### src/common/rsdc_pkg.sv
/*
  package of the receiver status and demux config register bank:
  register addresses, field positions, reset value, states, helpers.
  assumes a serial-bus slave with 8-bit registers and 8-bit addresses.
*/
package rsdc_pkg;
  // register addresses and demux_config reset value
  localparam logic [7:0] REG_EVENT = 8'h00;
  localparam logic [7:0] REG_LIVE  = 8'h01;
  localparam logic [7:0] REG_CFG   = 8'ha8;
  localparam logic [7:0] CFG_RESET = 8'h0b;
  // demux_config fields
  localparam int CFG_RATIO_LO  = 0;
  localparam int CFG_RATIO_HI  = 1;
  localparam int CFG_RATIO_SRC = 2;
  localparam int CFG_COMPLEMENT_HEADER_CHECK      = 3;
  localparam int CFG_REV       = 4;
  localparam int CFG_MUTE      = 5;
  localparam int CFG_BA        = 6;
  localparam int CFG_BA_SRC    = 7;
  // event_flags and live_condition fields
  localparam int BIT_SIGNAL_LOST_CH_ONE = 0;
  localparam int BIT_SIGNAL_LOST_CH_TWO = 1;
  localparam int BIT_LOCK = 2;
  localparam int BIT_LIM  = 3;
  localparam int BIT_TEMP = 4;
  localparam logic [2:0] RSVD_ZERO = 3'h0;
  // ratio codes, bus bit counts and pointer step
  localparam logic [1:0] RATIO_16 = 2'h3;
  localparam logic [1:0] RATIO_10 = 2'h2;
  localparam logic [1:0] RATIO_8  = 2'h1;
  localparam logic [1:0] RATIO_4  = 2'h0;
  localparam logic [3:0] BYTE_BITS = 4'h8;
  localparam logic [3:0] LAST_BIT  = 4'h7;
  localparam logic [7:0] PTR_STEP  = 8'h01;

  typedef enum logic [6:0] {
    ST_IDLE = 7'b0000001,
    ST_DEV  = 7'b0000010,
    ST_REG  = 7'b0000100,
    ST_WR   = 7'b0001000,
    ST_ACK  = 7'b0010000,
    ST_RD   = 7'b0100000,
    ST_MACK = 7'b1000000
  } rsdc_state_t;

  // parallel lanes in use for a ratio code
  function automatic logic [15:0] rsdc_lane_mask(input logic [1:0] ratio);
    unique case (ratio)
      RATIO_16: rsdc_lane_mask = 16'hffff;
      RATIO_10: rsdc_lane_mask = 16'h03ff;
      RATIO_8:  rsdc_lane_mask = 16'h00ff;
      RATIO_4:  rsdc_lane_mask = 16'h000f;
    endcase
  endfunction

  function automatic logic [15:0] rsdc_reverse(input logic [15:0] d);
    for (int i = 0; i < 16; i++) begin
      rsdc_reverse[i] = d[15-i];
    end
  endfunction
endpackage

### src/design/rsdc_par_out.sv
/*
  parallel output stage: lane masking by ratio, bit reversal and mute.
  assumes the settings arrive registered from the register bank.
*/
`timescale 1ns/1ps
module rsdc_par_out
  import rsdc_pkg::*;
(
  // clock and reset
  input  wire logic        clk_in,
  input  wire logic        sys_rst_in,
  // settings
  input  wire logic [1:0]  demux_ratio_in,
  input  wire logic        bus_bit_reverse_in,
  input  wire logic        parallel_out_mute_in,
  // data
  input  wire logic [15:0] par_data_in,
  output logic      [15:0] par_data_out
);
  typedef struct packed {
    logic [15:0] data;
  } rsdc_po_t;

  rsdc_po_t st;
  rsdc_po_t next_st;

  // mask first so reversal moves lane 0 data onto lane 15
  always_comb begin
    logic [15:0] m;
    m = par_data_in & rsdc_lane_mask(demux_ratio_in);
    next_st.data = bus_bit_reverse_in ? rsdc_reverse(m) : m;
    if (parallel_out_mute_in) begin
      next_st.data = '0;
    end
  end

  always_ff @(posedge clk_in) begin
    if (sys_rst_in) begin
      st <= '0;
    end else begin
      st <= next_st;
    end
  end

  assign par_data_out = st.data;
endmodule

### src/design/rsdc_regbank.sv
/*
  register bank of the receiver: serial-bus slave, read-only event_flags
  and live_condition, write-only demux_config, and its derived controls.
  assumes scl/sda/cs are already synchronous to clk_in and slow vs 40 MHz.
*/
//Contract
//- event bit 0 reads channel one loss of signal.
//- event bit 1 reads channel two loss of signal.
//- event bit 2 reads 1 when frequency is outside lock window.
//- event bit 3 reads 1 when limiter auto-switching is enabled.
//- event bit 4 reads the over-temperature alarm.
//- status bits 0 and 1 read loss of signal on both channels.
//- status bit 2 reads 1 when frequency is inside lock window.
//- status bit 3 reads 1 for limiter one active, 0 for two.
//- status bit 4 reads the over-temperature alarm.
//- ratio from config bits 1:0 if bit 2 set, else from ratio pins.
//- config bit 3 adds complement header matching in 1:10 mode.
//- config bit 4 reverses the parallel output bus.
//- config bit 5 forces all parallel outputs to zero.
//- demux_config resets to 0x0b.
//- serial bus active only with chip select and control-mode pin high.
//- status registers read-only, config write-only.
`timescale 1ns/1ps
module rsdc_regbank
  import rsdc_pkg::*;
#(
  parameter logic [6:0] SLAVE_ADDR = 7'h5a // arbitrary bus address
)
(
  // clock and reset
  input  wire logic        clk_in,
  input  wire logic        sys_rst_in,
  // serial bus
  input  wire logic        scl_in,
  input  wire logic        sda_in,
  input  wire logic        cs_in,
  input  wire logic        control_mode_pin_in,
  output logic             sda_out,
  output logic             sda_oe_out,
  // receiver conditions
  input  wire logic        signal_lost_ch_one_in,
  input  wire logic        signal_lost_ch_two_in,
  input  wire logic        freq_lock_window_in,
  input  wire logic        limiter_auto_switch_in,
  input  wire logic        active_limiter_in,
  input  wire logic        overtemp_alarm_in,
  // configuration pins
  input  wire logic        ratio_pin_low_in,
  input  wire logic        ratio_pin_high_in,
  input  wire logic        byte_align_pin_in,
  // derived controls
  output logic [1:0]       demux_ratio_out,
  output logic             complement_header_check_out,
  output logic             byte_align_enable_out,
  // parallel data
  input  wire logic [15:0] par_data_in,
  output logic      [15:0] par_data_out
);
  typedef struct packed {
    rsdc_state_t fsm;
    rsdc_state_t after;
    logic        scl_q;
    logic        sda_q;
    logic [3:0]  cnt;
    logic [7:0]  sh;
    logic [7:0]  ptr;
    logic [7:0]  tx;
    logic        mack;
    logic        oe;
    logic [7:0]  cfg;
    logic [1:0]  ratio;
    logic        complement_header_check;
    logic        ba;
  } rsdc_regs_t;

  rsdc_regs_t st;
  rsdc_regs_t next_st;
  logic       ld;
  logic [7:0] ev_v;
  logic [7:0] live_v;
  logic [7:0] rd_v;

  // bus engine and register updates
  always_comb begin
    logic rise;
    logic fall;
    logic start;
    logic stop;
    logic sel;
    next_st = st;
    ld = 1'b0;
    next_st.scl_q = scl_in;
    next_st.sda_q = sda_in;
    rise  = scl_in & ~st.scl_q;
    fall  = ~scl_in & st.scl_q;
    start = scl_in & st.scl_q & st.sda_q & ~sda_in;
    stop  = scl_in & st.scl_q & ~st.sda_q & sda_in;
    sel   = cs_in & control_mode_pin_in;
    // read values; reserved top bits fixed at zero
    ev_v = {RSVD_ZERO, overtemp_alarm_in, limiter_auto_switch_in,
            ~freq_lock_window_in, signal_lost_ch_two_in, signal_lost_ch_one_in};
    live_v = {RSVD_ZERO, overtemp_alarm_in, active_limiter_in,
              freq_lock_window_in, signal_lost_ch_two_in, signal_lost_ch_one_in};
    // write-only config reads back zero rather than its contents
    rd_v = (st.ptr == REG_EVENT) ? ev_v : (st.ptr == REG_LIVE) ? live_v : '0;
    if (!sel) begin
      next_st.fsm = ST_IDLE;
      next_st.oe  = 1'b0;
    end else if (start) begin
      next_st.fsm = ST_DEV;
      next_st.cnt = '0;
      next_st.oe  = 1'b0;
    end else if (stop) begin
      next_st.fsm = ST_IDLE;
      next_st.oe  = 1'b0;
    end else begin
      unique case (st.fsm)
        ST_IDLE: begin
        end
        ST_DEV, ST_REG, ST_WR: begin
          if (rise) begin
            next_st.sh  = {st.sh[6:0], sda_in};
            next_st.cnt = st.cnt + 4'h1;
          end else if (fall && st.cnt == BYTE_BITS) begin
            next_st.cnt = '0;
            next_st.oe  = 1'b1;
            next_st.fsm = ST_ACK;
            next_st.after = ST_WR;
            if (st.fsm == ST_DEV) begin
              next_st.after = st.sh[0] ? ST_RD : ST_REG;
              if (st.sh[7:1] != SLAVE_ADDR) begin
                next_st.oe  = 1'b0;
                next_st.fsm = ST_IDLE;
              end
            end else if (st.fsm == ST_REG) begin
              next_st.ptr = st.sh;
            end else begin
              // only demux_config takes writes here
              if (st.ptr == REG_CFG) begin
                next_st.cfg = st.sh;
              end
              next_st.ptr = st.ptr + PTR_STEP;
            end
          end
        end
        ST_ACK: begin
          if (fall) begin
            next_st.oe  = 1'b0;
            next_st.fsm = st.after;
            if (st.after == ST_RD) begin
              ld = 1'b1;
              next_st.tx  = rd_v;
              next_st.oe  = ~rd_v[7];
              next_st.cnt = '0;
              next_st.ptr = st.ptr + PTR_STEP;
            end
          end
        end
        ST_RD: begin
          if (fall) begin
            next_st.cnt = st.cnt + 4'h1;
            if (st.cnt == LAST_BIT) begin
              next_st.oe  = 1'b0;
              next_st.fsm = ST_MACK;
            end else begin
              next_st.tx = {st.tx[6:0], 1'b0};
              next_st.oe = ~st.tx[6];
            end
          end
        end
        ST_MACK: begin
          if (rise) begin
            next_st.mack = ~sda_in;
          end else if (fall) begin
            // a not-acknowledge ends the read burst
            if (st.mack) begin
              ld = 1'b1;
              next_st.fsm = ST_RD;
              next_st.tx  = rd_v;
              next_st.oe  = ~rd_v[7];
              next_st.cnt = '0;
              next_st.ptr = st.ptr + PTR_STEP;
            end else begin
              next_st.fsm = ST_IDLE;
            end
          end
        end
      endcase
    end
    // derived controls, one cycle behind demux_config
    next_st.ratio = st.cfg[CFG_RATIO_SRC] ? st.cfg[CFG_RATIO_HI:CFG_RATIO_LO]
                                          : {ratio_pin_high_in, ratio_pin_low_in};
    next_st.complement_header_check = st.cfg[CFG_COMPLEMENT_HEADER_CHECK];
    next_st.ba   = st.cfg[CFG_BA_SRC] ? st.cfg[CFG_BA] : byte_align_pin_in;
  end

  always_ff @(posedge clk_in) begin
    if (sys_rst_in) begin
      st       <= '0;
      st.fsm   <= ST_IDLE;
      st.after <= ST_IDLE;
      st.scl_q <= 1'b1;
      st.sda_q <= 1'b1;
      st.cfg   <= CFG_RESET;
      st.ratio <= RATIO_16;
    end else begin
      st <= next_st;
    end
  end

  // open drain: the pad only ever pulls low
  assign sda_out                     = 1'b0;
  assign sda_oe_out                  = st.oe;
  assign demux_ratio_out             = st.ratio;
  assign complement_header_check_out = st.complement_header_check;
  assign byte_align_enable_out       = st.ba;

  rsdc_par_out u_par_out (
    .clk_in               (clk_in),
    .sys_rst_in           (sys_rst_in),
    .demux_ratio_in       (st.ratio),
    .bus_bit_reverse_in   (st.cfg[CFG_REV]),
    .parallel_out_mute_in (st.cfg[CFG_MUTE]),
    .par_data_in          (par_data_in),
    .par_data_out         (par_data_out)
  );

  // checks on read values at the moment a byte is loaded, then on config reset, ratio, output stage and bus
  property p_ev_los;
    @(posedge clk_in) disable iff (sys_rst_in)
    ld && st.ptr == REG_EVENT |=> st.tx[1:0] == {$past(signal_lost_ch_two_in),
                                                  $past(signal_lost_ch_one_in)};
  endproperty
  a_ev_los: assert property (p_ev_los) else $error("event loss bits wrong");
  property p_ev_lock;
    @(posedge clk_in) disable iff (sys_rst_in)
    ld && st.ptr == REG_EVENT |=> st.tx[BIT_LOCK] != $past(freq_lock_window_in);
  endproperty
  a_ev_lock: assert property (p_ev_lock) else $error("event lock polarity wrong");
  property p_ev_sw_temp;
    @(posedge clk_in) disable iff (sys_rst_in)
    ld && st.ptr == REG_EVENT |=> st.tx[BIT_LIM] == $past(limiter_auto_switch_in)
                                  && st.tx[BIT_TEMP] == $past(overtemp_alarm_in);
  endproperty
  a_ev_sw_temp: assert property (p_ev_sw_temp) else $error("event bits 3/4 wrong");
  property p_live;
    @(posedge clk_in) disable iff (sys_rst_in)
    ld && st.ptr == REG_LIVE |=> st.tx[BIT_SIGNAL_LOST_CH_TWO:BIT_SIGNAL_LOST_CH_ONE] == {$past(signal_lost_ch_two_in),
      $past(signal_lost_ch_one_in)} && st.tx[BIT_LOCK] == $past(freq_lock_window_in);
  endproperty
  a_live: assert property (p_live) else $error("status bits 0..2 wrong");
  property p_live_hi;
    @(posedge clk_in) disable iff (sys_rst_in)
    ld && st.ptr == REG_LIVE |=> st.tx[BIT_LIM] == $past(active_limiter_in)
                                 && st.tx[BIT_TEMP] == $past(overtemp_alarm_in);
  endproperty
  a_live_hi: assert property (p_live_hi) else $error("status bits 3/4 wrong");
  property p_rsvd;
    @(posedge clk_in) disable iff (sys_rst_in)
    ld |=> st.tx[7:5] == RSVD_ZERO;
  endproperty
  a_rsvd: assert property (p_rsvd) else $error("reserved bits not zero");
  property p_cfg_reset;
    @(posedge clk_in) sys_rst_in |=> st.cfg == CFG_RESET && demux_ratio_out == RATIO_16;
  endproperty
  a_cfg_reset: assert property (p_cfg_reset) else $error("config reset value wrong");
  property p_ratio;
    @(posedge clk_in) disable iff (sys_rst_in)
    !st.cfg[CFG_RATIO_SRC] ##1 !st.cfg[CFG_RATIO_SRC]
    |=> demux_ratio_out == {$past(ratio_pin_high_in), $past(ratio_pin_low_in)};
  endproperty
  a_ratio: assert property (p_ratio) else $error("pin ratio not followed");
  property p_mute;
    @(posedge clk_in) disable iff (sys_rst_in)
    st.cfg[CFG_MUTE] |=> par_data_out == '0;
  endproperty
  a_mute: assert property (p_mute) else $error("mute not applied");
  property p_rev;
    @(posedge clk_in) disable iff (sys_rst_in)
    !st.cfg[CFG_MUTE] && st.cfg[CFG_REV] && st.ratio == RATIO_16
    |=> par_data_out == rsdc_reverse($past(par_data_in));
  endproperty
  a_rev: assert property (p_rev) else $error("bus reversal wrong");
  property p_desel;
    @(posedge clk_in) disable iff (sys_rst_in)
    !(cs_in && control_mode_pin_in) |=> !sda_oe_out && st.fsm == ST_IDLE;
  endproperty
  a_desel: assert property (p_desel) else $error("bus active while deselected");
  property p_ro;
    @(posedge clk_in) disable iff (sys_rst_in)
    st.fsm == ST_WR && st.ptr != REG_CFG |=> $stable(st.cfg);
  endproperty
  a_ro: assert property (p_ro) else $error("config changed by other address");

  c_cfg_write: cover property (@(posedge clk_in) st.fsm == ST_WR ##1 $changed(st.cfg));
  c_ev_read: cover property (@(posedge clk_in) ld && st.ptr == REG_EVENT);
  c_burst: cover property (@(posedge clk_in) st.fsm == ST_MACK ##1 st.fsm == ST_RD);
endmodule

### config.mk
export PLATFORM = sky130hd
export DESIGN_NAME = rsdc_regbank
export DESIGN_NICKNAME = d
export VERILOG_FILES = /design/src/common/rsdc_pkg.sv /design/src/design/rsdc_par_out.sv /design/src/design/rsdc_regbank.sv
export SDC_FILE = /design/constraint.sdc
export NUM_CORES = 1
export LEC_CHECK = 0
export BUFFER_PORTS_ARGS = -buffer_cell sky130_fd_sc_hd__buf_4
export CAP_MARGIN = 20
export CORE_MARGIN = 8
export CORE_UTILIZATION = 57
export CTS_CLUSTER_DIAMETER = 80
export CTS_CLUSTER_SIZE = 30
export DETAILED_ROUTE_END_ITERATION = 12
export PLACE_DENSITY = 0.79
export SYNTH_ARGS = -nofsm -noshare
export SYNTH_HDL_FRONTEND = slang
export SYNTH_SLANG_ARGS = --single-unit
### constraint.sdc
create_clock -name clk_in -period 2.9 [get_ports clk_in]
set_input_delay 0.145 -clock clk_in [delete_from_list [all_inputs] [get_ports clk_in]]
set_output_delay 0.145 -clock clk_in [all_outputs]
set_load 0.02 [all_outputs]
==> After elaboration in Yosys (flattened, before gate mapping) <==
Index checks and enable logic that the tools add are counted.
{ "totals": {"regBits": 74, "input_bits": 31, "out_inout_bits": 22, "wordCells": 166} }
{ "classes": {"add_sub_neg": 2, "eq_ne": 41, "mux": 63, "bitwise_logic": 22, "reduce_logical": 22} }
{ "op_table": {"columns": ["op", "count"], "rows": [
  ["16-bit 2-to-1 mux", 6],
  ["8-bit 2-to-1 mux", 11],
  ["16-bit case mux with 4 select lines", 1],
  ["8-bit case mux with 3 select lines", 2],
  ["14-bit 2-to-1 mux", 3],
  ["4-bit 2-to-1 mux", 9],
  ["7-bit 2-to-1 mux", 5],
  ["4-bit != test (second input constant)", 8],
  ["29-bit 2-to-1 mux", 1],
  ["7-bit case mux with 4 select lines", 1],
  ["2-bit != test (second input constant)", 12],
  ["8-bit AND reduction", 3],
  ["9-bit 2-to-1 mux", 2],
  ["3-bit != test (second input constant)", 6],
  ["16-bit AND", 1],
  ["4-bit case mux with 4 select lines", 1],
  ["5-bit 2-to-1 mux", 3],
  ["7-bit by 6-bit equality test with 1-bit output (second input constant)", 2],
  ["1-bit 2-to-1 mux", 12],
  ["6-bit 2-to-1 mux", 2],
  ["1-bit NOT", 12],
  ["12-bit AND reduction", 1],
  ["11-bit AND reduction", 1],
  ["10-bit AND reduction", 1],
  ["31 further kinds", 44]
]} }

==> Depth between registers and ports, before layout <==
Gate-level depths: netlist of run 1.
{ "logic_depth": {"depth_word": 9, "ltp_mapped": 9, "ltp_nobuf": 8} }

==> Modules after synthesis <==
From an unflattened synthesis of run 1, not the netlist that was laid out.
{ "unflattened": {"cells_unflattened": 433, "area_unflattened_um2": 3628.5} }
{ "by_module_without_submodules": {"columns": ["mod", "instances", "cells_each", "area_per_inst_um2", "seq_area_each_um2"], "rows": [
  ["rsdc_regbank", 1, 361, 2989.1, 1081.0],
  ["rsdc_par_out", 1, 72, 639.4, 320.3]
]} }

==> Worst setup path before layout of run 1 <==
OpenSTA, ideal clock, no wires.
{ "synth_path": {"path_type": "register to register", "startpoint": "reg st[56] in the netlist's numbering", "endpoint": "reg st (netlist bit next_st[1])", "setup_time_ns": 0.120, "arrival_time_ns": 2.061, "required_ns": 2.780, "slack_ns": 0.719, "path_stages_with_launch": 9, "path_buffers": 2, "synth_period_minus_slack_ns": 2.181, "cell_sequence": "dfxtp_1 -> buf_4 -> nor4_4 -> o211a_4 -> nand3_2 -> nor4_2 -> buf_4 -> nor2b_1 -> a211o_1"} }
{ "synth_between": {"elab_chain_cells": 3, "elab_cells_between_ends": 7, "classes_between": "eq/ne (3); bitwise (2); reduce/logical (2)"} }
{ "synth_rtl": {"columns": ["element", "line_no", "text"], "rows": [
  ["start, declared", "rsdc_regbank.sv:76", "rsdc_regs_t st;"],
  ["start signal, assigned", "rsdc_regbank.sv:207", "st <= next_st;"],
  ["7-bit by 2-bit equality test with 1-bit output, or another cell as far along", "rsdc_regbank.sv:117, rsdc_regbank.sv:129", null],
  ["3-bit OR reduction / 1-bit NOT (equally long branches)", null, null],
  ["9-bit AND reduction (no source line) *", null, null]
]} }
Mark *: on every way between the ends. The rest lies on a longest branch, timed or not.
A chain may end at the register's enable or synchronous reset.

==> Final worst setup path of run 1 <==
{ "layout_path": {"startpoint": "reg st[55] in the netlist's numbering", "endpoint": "reg st[24] in the netlist's numbering"} }
{ "layout_between": {"elab_chain_cells": 6, "elab_cells_between_ends": 21, "classes_between": "eq/ne (13); mux (5); reduce/logical (3)"} }
{ "layout_rtl": {"columns": ["element", "line_no", "text"], "rows": [
  ["7-bit by 3-bit equality test with 1-bit output", "rsdc_regbank.sv:117, rsdc_regbank.sv:135", null],
  ["8-bit 2-to-1 mux", "rsdc_regbank.sv:135", "end else if (st.fsm == ST_REG) begin"],
  ["8-bit 2-to-1 mux", "rsdc_regbank.sv:129", "if (st.fsm == ST_DEV) begin"],
  ["8-bit 2-to-1 mux", "rsdc_regbank.sv:124", "end else if (fall && st.cnt == BYTE_BITS) begin"],
  ["8-bit 2-to-1 mux", "rsdc_regbank.sv:121", "if (rise) begin"],
  ["8-bit case mux with 3 select lines", "rsdc_regbank.sv:117", "unique case (st.fsm)"]
]} }
Several ways; a longest one is shown, not always the timed one. The select of a mux whose other input is x is not followed.

==> reports/qor.yml, run 1 <==
status:
  outcome: "complete, no violations"
sta:
  rsz0062_at_grt: "no"
  drv_slew: 0
  finalCriticalPeriod_ns: 2.48
  min_period_over_period_pct: 85.7
  max_freq_ghz: 0.403
  worst_pin_slew_ns: 0.907
  skew_ns: 0.0101
  hold_violations: 0
  setup_viol_count_final: 0
  tns_ns: 0
  slew_headroom_pct: 39.4
  fin_ws_ns: 0.416
layout:
  layout_commonest_cell: "dfxtp_1"
  most-common-layout-cells: "dfxtp_1, buf_4, nor2_1, a21oi_1, nand3_1"
  final_nets: 511
  drive_above_1_share_pct: 19.4
  syn_to_final_growth_pct: 14.5
  diodes: 0
clock_network:
  hold_buffers: 0
  clk_pin_slew_ns: 0.09
  cts_tree: "built"
  cts_sinks: 70
  cts-buffers-inserted: 9
  h-tree-depth: 3
  root_buffer: "clkbuf_8"
  ctsResizeCount: 0
  cts_setup_buffers: 0
  clk_path_buf_depth: 2
  worstSkewPairLatency_ns: 0.35
grt:
  overflow: 0
  antenna_found_initial: 0
  grt_pass1_vias: 3012
  grt_pass1_wl_mm: 14.4
  grt_usage_pct: 18.0
  grt_max_degree: 55
detailed_routing:
  dr.pass1.iters: 4
  via_per_inst: 5.88
  drtAntennaViolNets: 0
  wl_per_cell_um: 15.4
  wl_mm: 8.60
  drt-initial-drc-count: 219
  vias: 3274
  drc: 0
die:
  coreArea_sq_um: 6350
  die_y_um: 96.8
  die_w_um: 96.8
  pin_count: 53
  die-area_sq_um: 9370
  row_count: 29
  initial_core_util_pct: 58.6
placement:
  dpl.hpwl_mm: 6.05
  port_buffers: 51
  gp_congestion: 0.918
  post-place-ws_ns: 0.441
min_path:
  min_path_type: "primary input to flop"
  hold_depth: 3
run:
  maxCapViolCount: 0
power:
  peakVddDrop_mv: 0.381
  power_density_nw_per_um2: 440
  p_leak_nw: 1.54
setup_path:
  cp_max_fo: 17
  cp_data_required_time_ns: 3.17
  path_class: "flop to flop"
  arrival_ns: 2.75
  crit_path_end_kind: "flop"
  critPathLaunchType: "flop"
  reg2reg_depth: 6
yosys:
  yosys_warnings: 0
  synth_cell_types: 67
  syn_area_sq_um: 3720
  yosysTopAreaCellShare_pct: 37.7
  synthTopCellsByArea: "dfxtp_1, a21oi_1, mux2i_1"
  syn_inst: 441
  synth-edff-count: 0
  synth_seq_cells: 70
  synth_ff_type: "dfxtp_1"
  syn_area_per_cell_sq_um: 8.44
  synthesis.nets: 477
  yosysTopAreaCell: "dfxtp_1"
  ys_async_sr_fraction_pct: 0
  synth_seq_area_share_pct: 37.7
==> cell type report <==
class                      instances  area, sq um
timing repair buffer              55          413
clock buffer                      10          138
clock inverter                     6         45.0
multi-input combinational        332         2140
sequential                        70         1400
tap                               77         96.3
inverter                           7         26.3
fill                             497         2090
==> power by group <==
part	switching [mW]	total, mW	internal [mW]
registers	0.0133	0.990	0.977
logic	0.0830	0.154	0.0710
clock network	0.393	0.731	0.338
==> metal layers <==
metal / routed length [um] / vias up / global-route usage, %
li1: - / 1656 / -
met2: 4060 / 76 / 28.3
met1: 4020 / 1529 / 23.2
met4: 141 / 0 / 6.04
met5: 0 / - / 0
met3: 379 / 13 / 4.69
==> registers in the layout, summed over array words and instances (netlist names) <==
signal,flops
next_st,1
sda_oe_out,1
byte_align_enable_out,1
demux_ratio_out,2
u_par_out.par_data_out,16
complement_header_check_out,1
st,48
==> synthesized netlist by cell type (all sizes together) (9+ instances only) <==
| cell | instances |
|---|---|
| nor2b | 16 |
| nand4 | 9 |
| a21oi | 45 |
| dfxtp | 70 |
| or2 | 9 |
| nand2 | 21 |
| nand2b | 22 |
| o21ai | 10 |
| buf | 13 |
| nor2 | 51 |
| nand3 | 26 |
| mux2i | 20 |
| nor3 | 9 |
| clkbuf | 19 |
==> path summary, 6_finish.rpt <==
kind                                start  slack (ns)                                     end
setup / recovery      st[55]$_SDFFE_PP0P_        0.42                     st[24]$_SDFFE_PP0P_
hold / removal             par_data_in[3]        0.03   u_par_out.par_data_out[12]$_SDFF_PP0_
setup reg to reg      st[55]$_SDFFE_PP0P_        0.42                     st[24]$_SDFFE_PP0P_
hold reg to reg   next_st[1]$_SDFFE_PP1P_        0.46  complement_header_check_out$_SDFF_PP0_
==> cells by family (layout without fill, tap and decap cells) <==
| family | count (synthesis) | count (layout) | share of synthesized area (%) |
|---|---|---|---|
| AND/OR/NAND/NOR | 197 | 197 | 29.7 |
| AO/OA/AOI/OAI | 106 | 106 | 20.0 |
| flip-flops | 70 | 70 | 37.7 |
| buffers and inverters | 39 | 78 | 4.84 |
| multiplexers | 20 | 20 | 5.38 |
| adder cells (fa/ha/maj) | 5 | 5 | 1.68 |
| XOR/XNOR | 3 | 3 | 0.706 |
| other | 1 | 1 | 0.101 |
==> metrics by stage <==
step           util (%)  hold slack [ns]  cells  power [mW]  instance area, sq um
6_report           67.1           0.0306    557        1.87                  4260
4_1_cts            67.1           0.0183    557        1.90                  4260
5_1_grt            67.1           0.0400    557        1.95                  4260
3_5_place_dp       64.2            0.387    541        1.17                  4080
3_3_place_gp       64.2            0.387    541        1.16                  4080
2_1_floorplan         -            0.249    441        1.10                  3720
==> worst max-delay path: stages, from the launching register on <==
cell     delay, ns
dfxtp_1       0.45
nor4_4        0.52
o211a_4       0.28
nand2_1       0.09
a221o_1       0.55
or2_2         0.37
a21oi_1       0.15
No activity file was read; power rests on OpenSTA's default activity.
==> run 2: changes to the inputs <==
--- a/config.mk
+++ b/config.mk
@@ -5,14 +5,13 @@
 export SDC_FILE = /design/constraint.sdc
 export NUM_CORES = 1
 export LEC_CHECK = 0
-export BUFFER_PORTS_ARGS = -buffer_cell sky130_fd_sc_hd__buf_4
+export BUFFER_PORTS_ARGS = -buffer_cell sky130_fd_sc_hd__clkbuf_2
 export CAP_MARGIN = 20
 export CORE_MARGIN = 8
-export CORE_UTILIZATION = 57
+export CORE_UTILIZATION = 30
 export CTS_CLUSTER_DIAMETER = 80
 export CTS_CLUSTER_SIZE = 30
 export DETAILED_ROUTE_END_ITERATION = 12
-export PLACE_DENSITY = 0.79
 export SYNTH_ARGS = -nofsm -noshare
 export SYNTH_HDL_FRONTEND = slang
 export SYNTH_SLANG_ARGS = --single-unit
==> constraint.sdc (replaced) <==
create_clock -name clk_in -period 2 [get_ports clk_in]
set_input_delay 0.1 -clock clk_in [delete_from_list [all_inputs] [get_ports clk_in]]
set_output_delay 0.1 -clock clk_in [all_outputs]
set_load 0.02 [all_outputs]
==> reports/qor.yml, run 2 (synthesis results as in run 1) <==
detailed_routing:
  drc: 0
  wl_mm: 10.9
  wl_met3_um: 601
  topRoutingLayerUsed: "met4"
  wl_per_cell_um: 14.8
  dr.pass1.iters: 4
  routed-wl-met2_mm: 5.38
  via_per_inst: 5.05
  drtAntennaViolNets: 0
  drt-met1-wl_mm: 4.68
  vias: 3713
  drt-initial-drc-count: 262
clock_network:
  cts-buffers-inserted: 9
  cts_tree: "built"
  cts_sinks: 70
  root_buffer: "clkbuf_16"
  clk_pin_slew_ns: 0.06
  hold_buffers: 0
  clk_path_buf_depth: 2
  h-tree-depth: 3
  worstSkewPairLatency_ns: 0.33
power:
  p_switching_mw: 0.788
  clkPwrFrac_pct: 49.4
  seqPwrFrac_pct: 43.2
  p_leak_nw: 2.09
  peakVddDrop_mv: 0.360
  comb_power_share_pct: 7.4
  power_density_nw_per_um2: 615
  swShare_pct: 23.8
  p_int_mw: 2.52
die:
  pin_count: 53
  row_count: 40
  die-area_sq_um: 16200
  coreArea_sq_um: 12100
  die_y_um: 127
  die_w_um: 127
  initial_core_util_pct: 30.9
setup_path:
  path_class: "flop to flop"
  cp_max_fo: 4
  critPathLaunchType: "flop"
  arrival_ns: 2.41
  timing.rr.start: "st[46]$_SDFFE_PP0P_"
  r2r_setup_slack_ns: -0.15
  crit_path_end_kind: "flop"
  rr_endpoint: "st[22]$_SDFFE_PP0P_"
  cp_data_required_time_ns: 2.26
  reg2reg_depth: 6
placement:
  placedInstanceArea_sq_um: 4580
  dpl.hpwl_mm: 7.58
  dp.cells: 699
  port_buffers: 51
  gp_congestion: 0.912
min_path:
  min_path_type: "primary input to flop"
  hold_depth: 3
  hold_end: "u_par_out.par_data_out[12]$_SDFF_PP0_"
  min_from: "par_data_in[3]"
sta:
  hold_ws_ns: 0.0175
  skew_ns: 0.00556
  slew_headroom_pct: 59.5
  min_period_over_period_pct: 107
  worst_pin_slew_ns: 0.602
  setup_viol_count_final: 24
  finalCriticalPeriod_ns: 2.15
  max_freq_ghz: 0.466
  fin_ws_ns: -0.146
  drv_slew: 0
  rsz0062_at_grt: "yes"
  hold_violations: 0
run:
  maxCapViolCount: 0
layout:
  final_nets: 598
  diodes: 0
  layout_commonest_cell: "buf_4"
  max_flop_register: "st"
  syn_to_final_growth_pct: 44.8
  drive_above_1_share_pct: 40.2
  fillerInstances: 1182
  finalInstanceArea_sq_um: 5390
  most-common-layout-cells: "buf_4, dfxtp_1, clkbuf_2, nor2_1, a21oi_1"
  layoutNonFillerInstCount: 735
  largest_reg_flops: 48
grt:
  overflow: 0
  grt_max_degree: 27
  grt_usage_pct: 13.3
  grt_pass1_wl_mm: 17.5
  grt_pass1_vias: 3636
  antenna_found_initial: 0
status:
  violations: "negative setup slack"
  outcome: "finished, violations left"
==> run 2: final cells by class <==
cell class	instances	area (sq um)	share of cell area [%]
Multi-Input combinational cell	333	2430	45.2
Timing Repair Buffer	141	997	18.5
Tap cell	168	210	3.90
Sequential cell	70	1410	26.2
Clock buffer	10	239	4.44
Clock inverter	6	68.8	1.28
Inverter	7	26.3	0.488
==> run 2: timing repair <==
| item | 4_1_cts | 5_1_grt |
|---|---|---|
| pin swaps | 21 | 28 |
| setup endpoints to repair | 28 | 35 |
| gates resized for setup | 31 | 51 |
| endpoints found under the hold margin | 0 | 0 |
| cloned | 2 | 0 |
| buffers inserted | 8 | 10 |
==> run 2: how the worst max path moves through the flow <==
stage,end,cells after the start,slack (ns),from
finish,st[22]$_SDFFE_PP0P_,6,-0.15,st[46]$_SDFFE_PP0P_
global route,st[19]$_SDFFE_PP0P_,9,-0.22,st[56]$_SDFFE_PP0P_
CTS,st[14]$_SDFFE_PP0P_,8,-0.14,st[46]$_SDFFE_PP0P_
detailed placement,st[22]$_SDFFE_PP0P_,5,-0.23,st[44]$_SDFFE_PP1P_
global placement,st[22]$_SDFFE_PP0P_,5,-0.21,st[44]$_SDFFE_PP1P_
floorplan,st[22]$_SDFFE_PP0P_,7,-0.08,st[53]$_SDFFE_PP0P_
==> run 2: critical path, cell delays in order (launching register included) <==
cell     delay, ns
dfxtp_2       0.32
or4b_4        0.53
a311o_1       0.36
buf_4         0.15
a221o_1       0.33
or2_1         0.23
a31oi_1       0.15
==> run 2: power groups by stage <==
stage / Combinational [mW] / Clock, mW / Sequential [mW]
floorplan: 0.108 / 0 / 1.48
global placement: 0.224 / 0 / 1.46
detailed placement: 0.226 / 0 / 1.46
CTS: 0.236 / 1.67 / 1.43
global route: 0.267 / 1.73 / 1.43
finish: 0.245 / 1.64 / 1.43
==> run 2: stage by stage <==
step | TNS, ns | setup WS [ns] | util, % | power, mW
2_1_floorplan | -0.556 | -0.0806 | - | 1.59
3_3_place_gp | -2.85 | -0.208 | 38.0 | 1.69
3_5_place_dp | -3.64 | -0.231 | 38.0 | 1.69
4_1_cts | -2.10 | -0.137 | 42.0 | 3.34
5_1_grt | -4.38 | -0.219 | 44.7 | 3.43
6_report | -2.35 | -0.146 | 44.7 | 3.31
==> run 2: metal layers <==
layer  global-route usage [%]  vias to the layer above
met5                        0                        -
met3                     3.33                       17
met2                     22.2                       73
li1                         -                     1837
met1                     15.7                     1786
met4                     6.37                        0
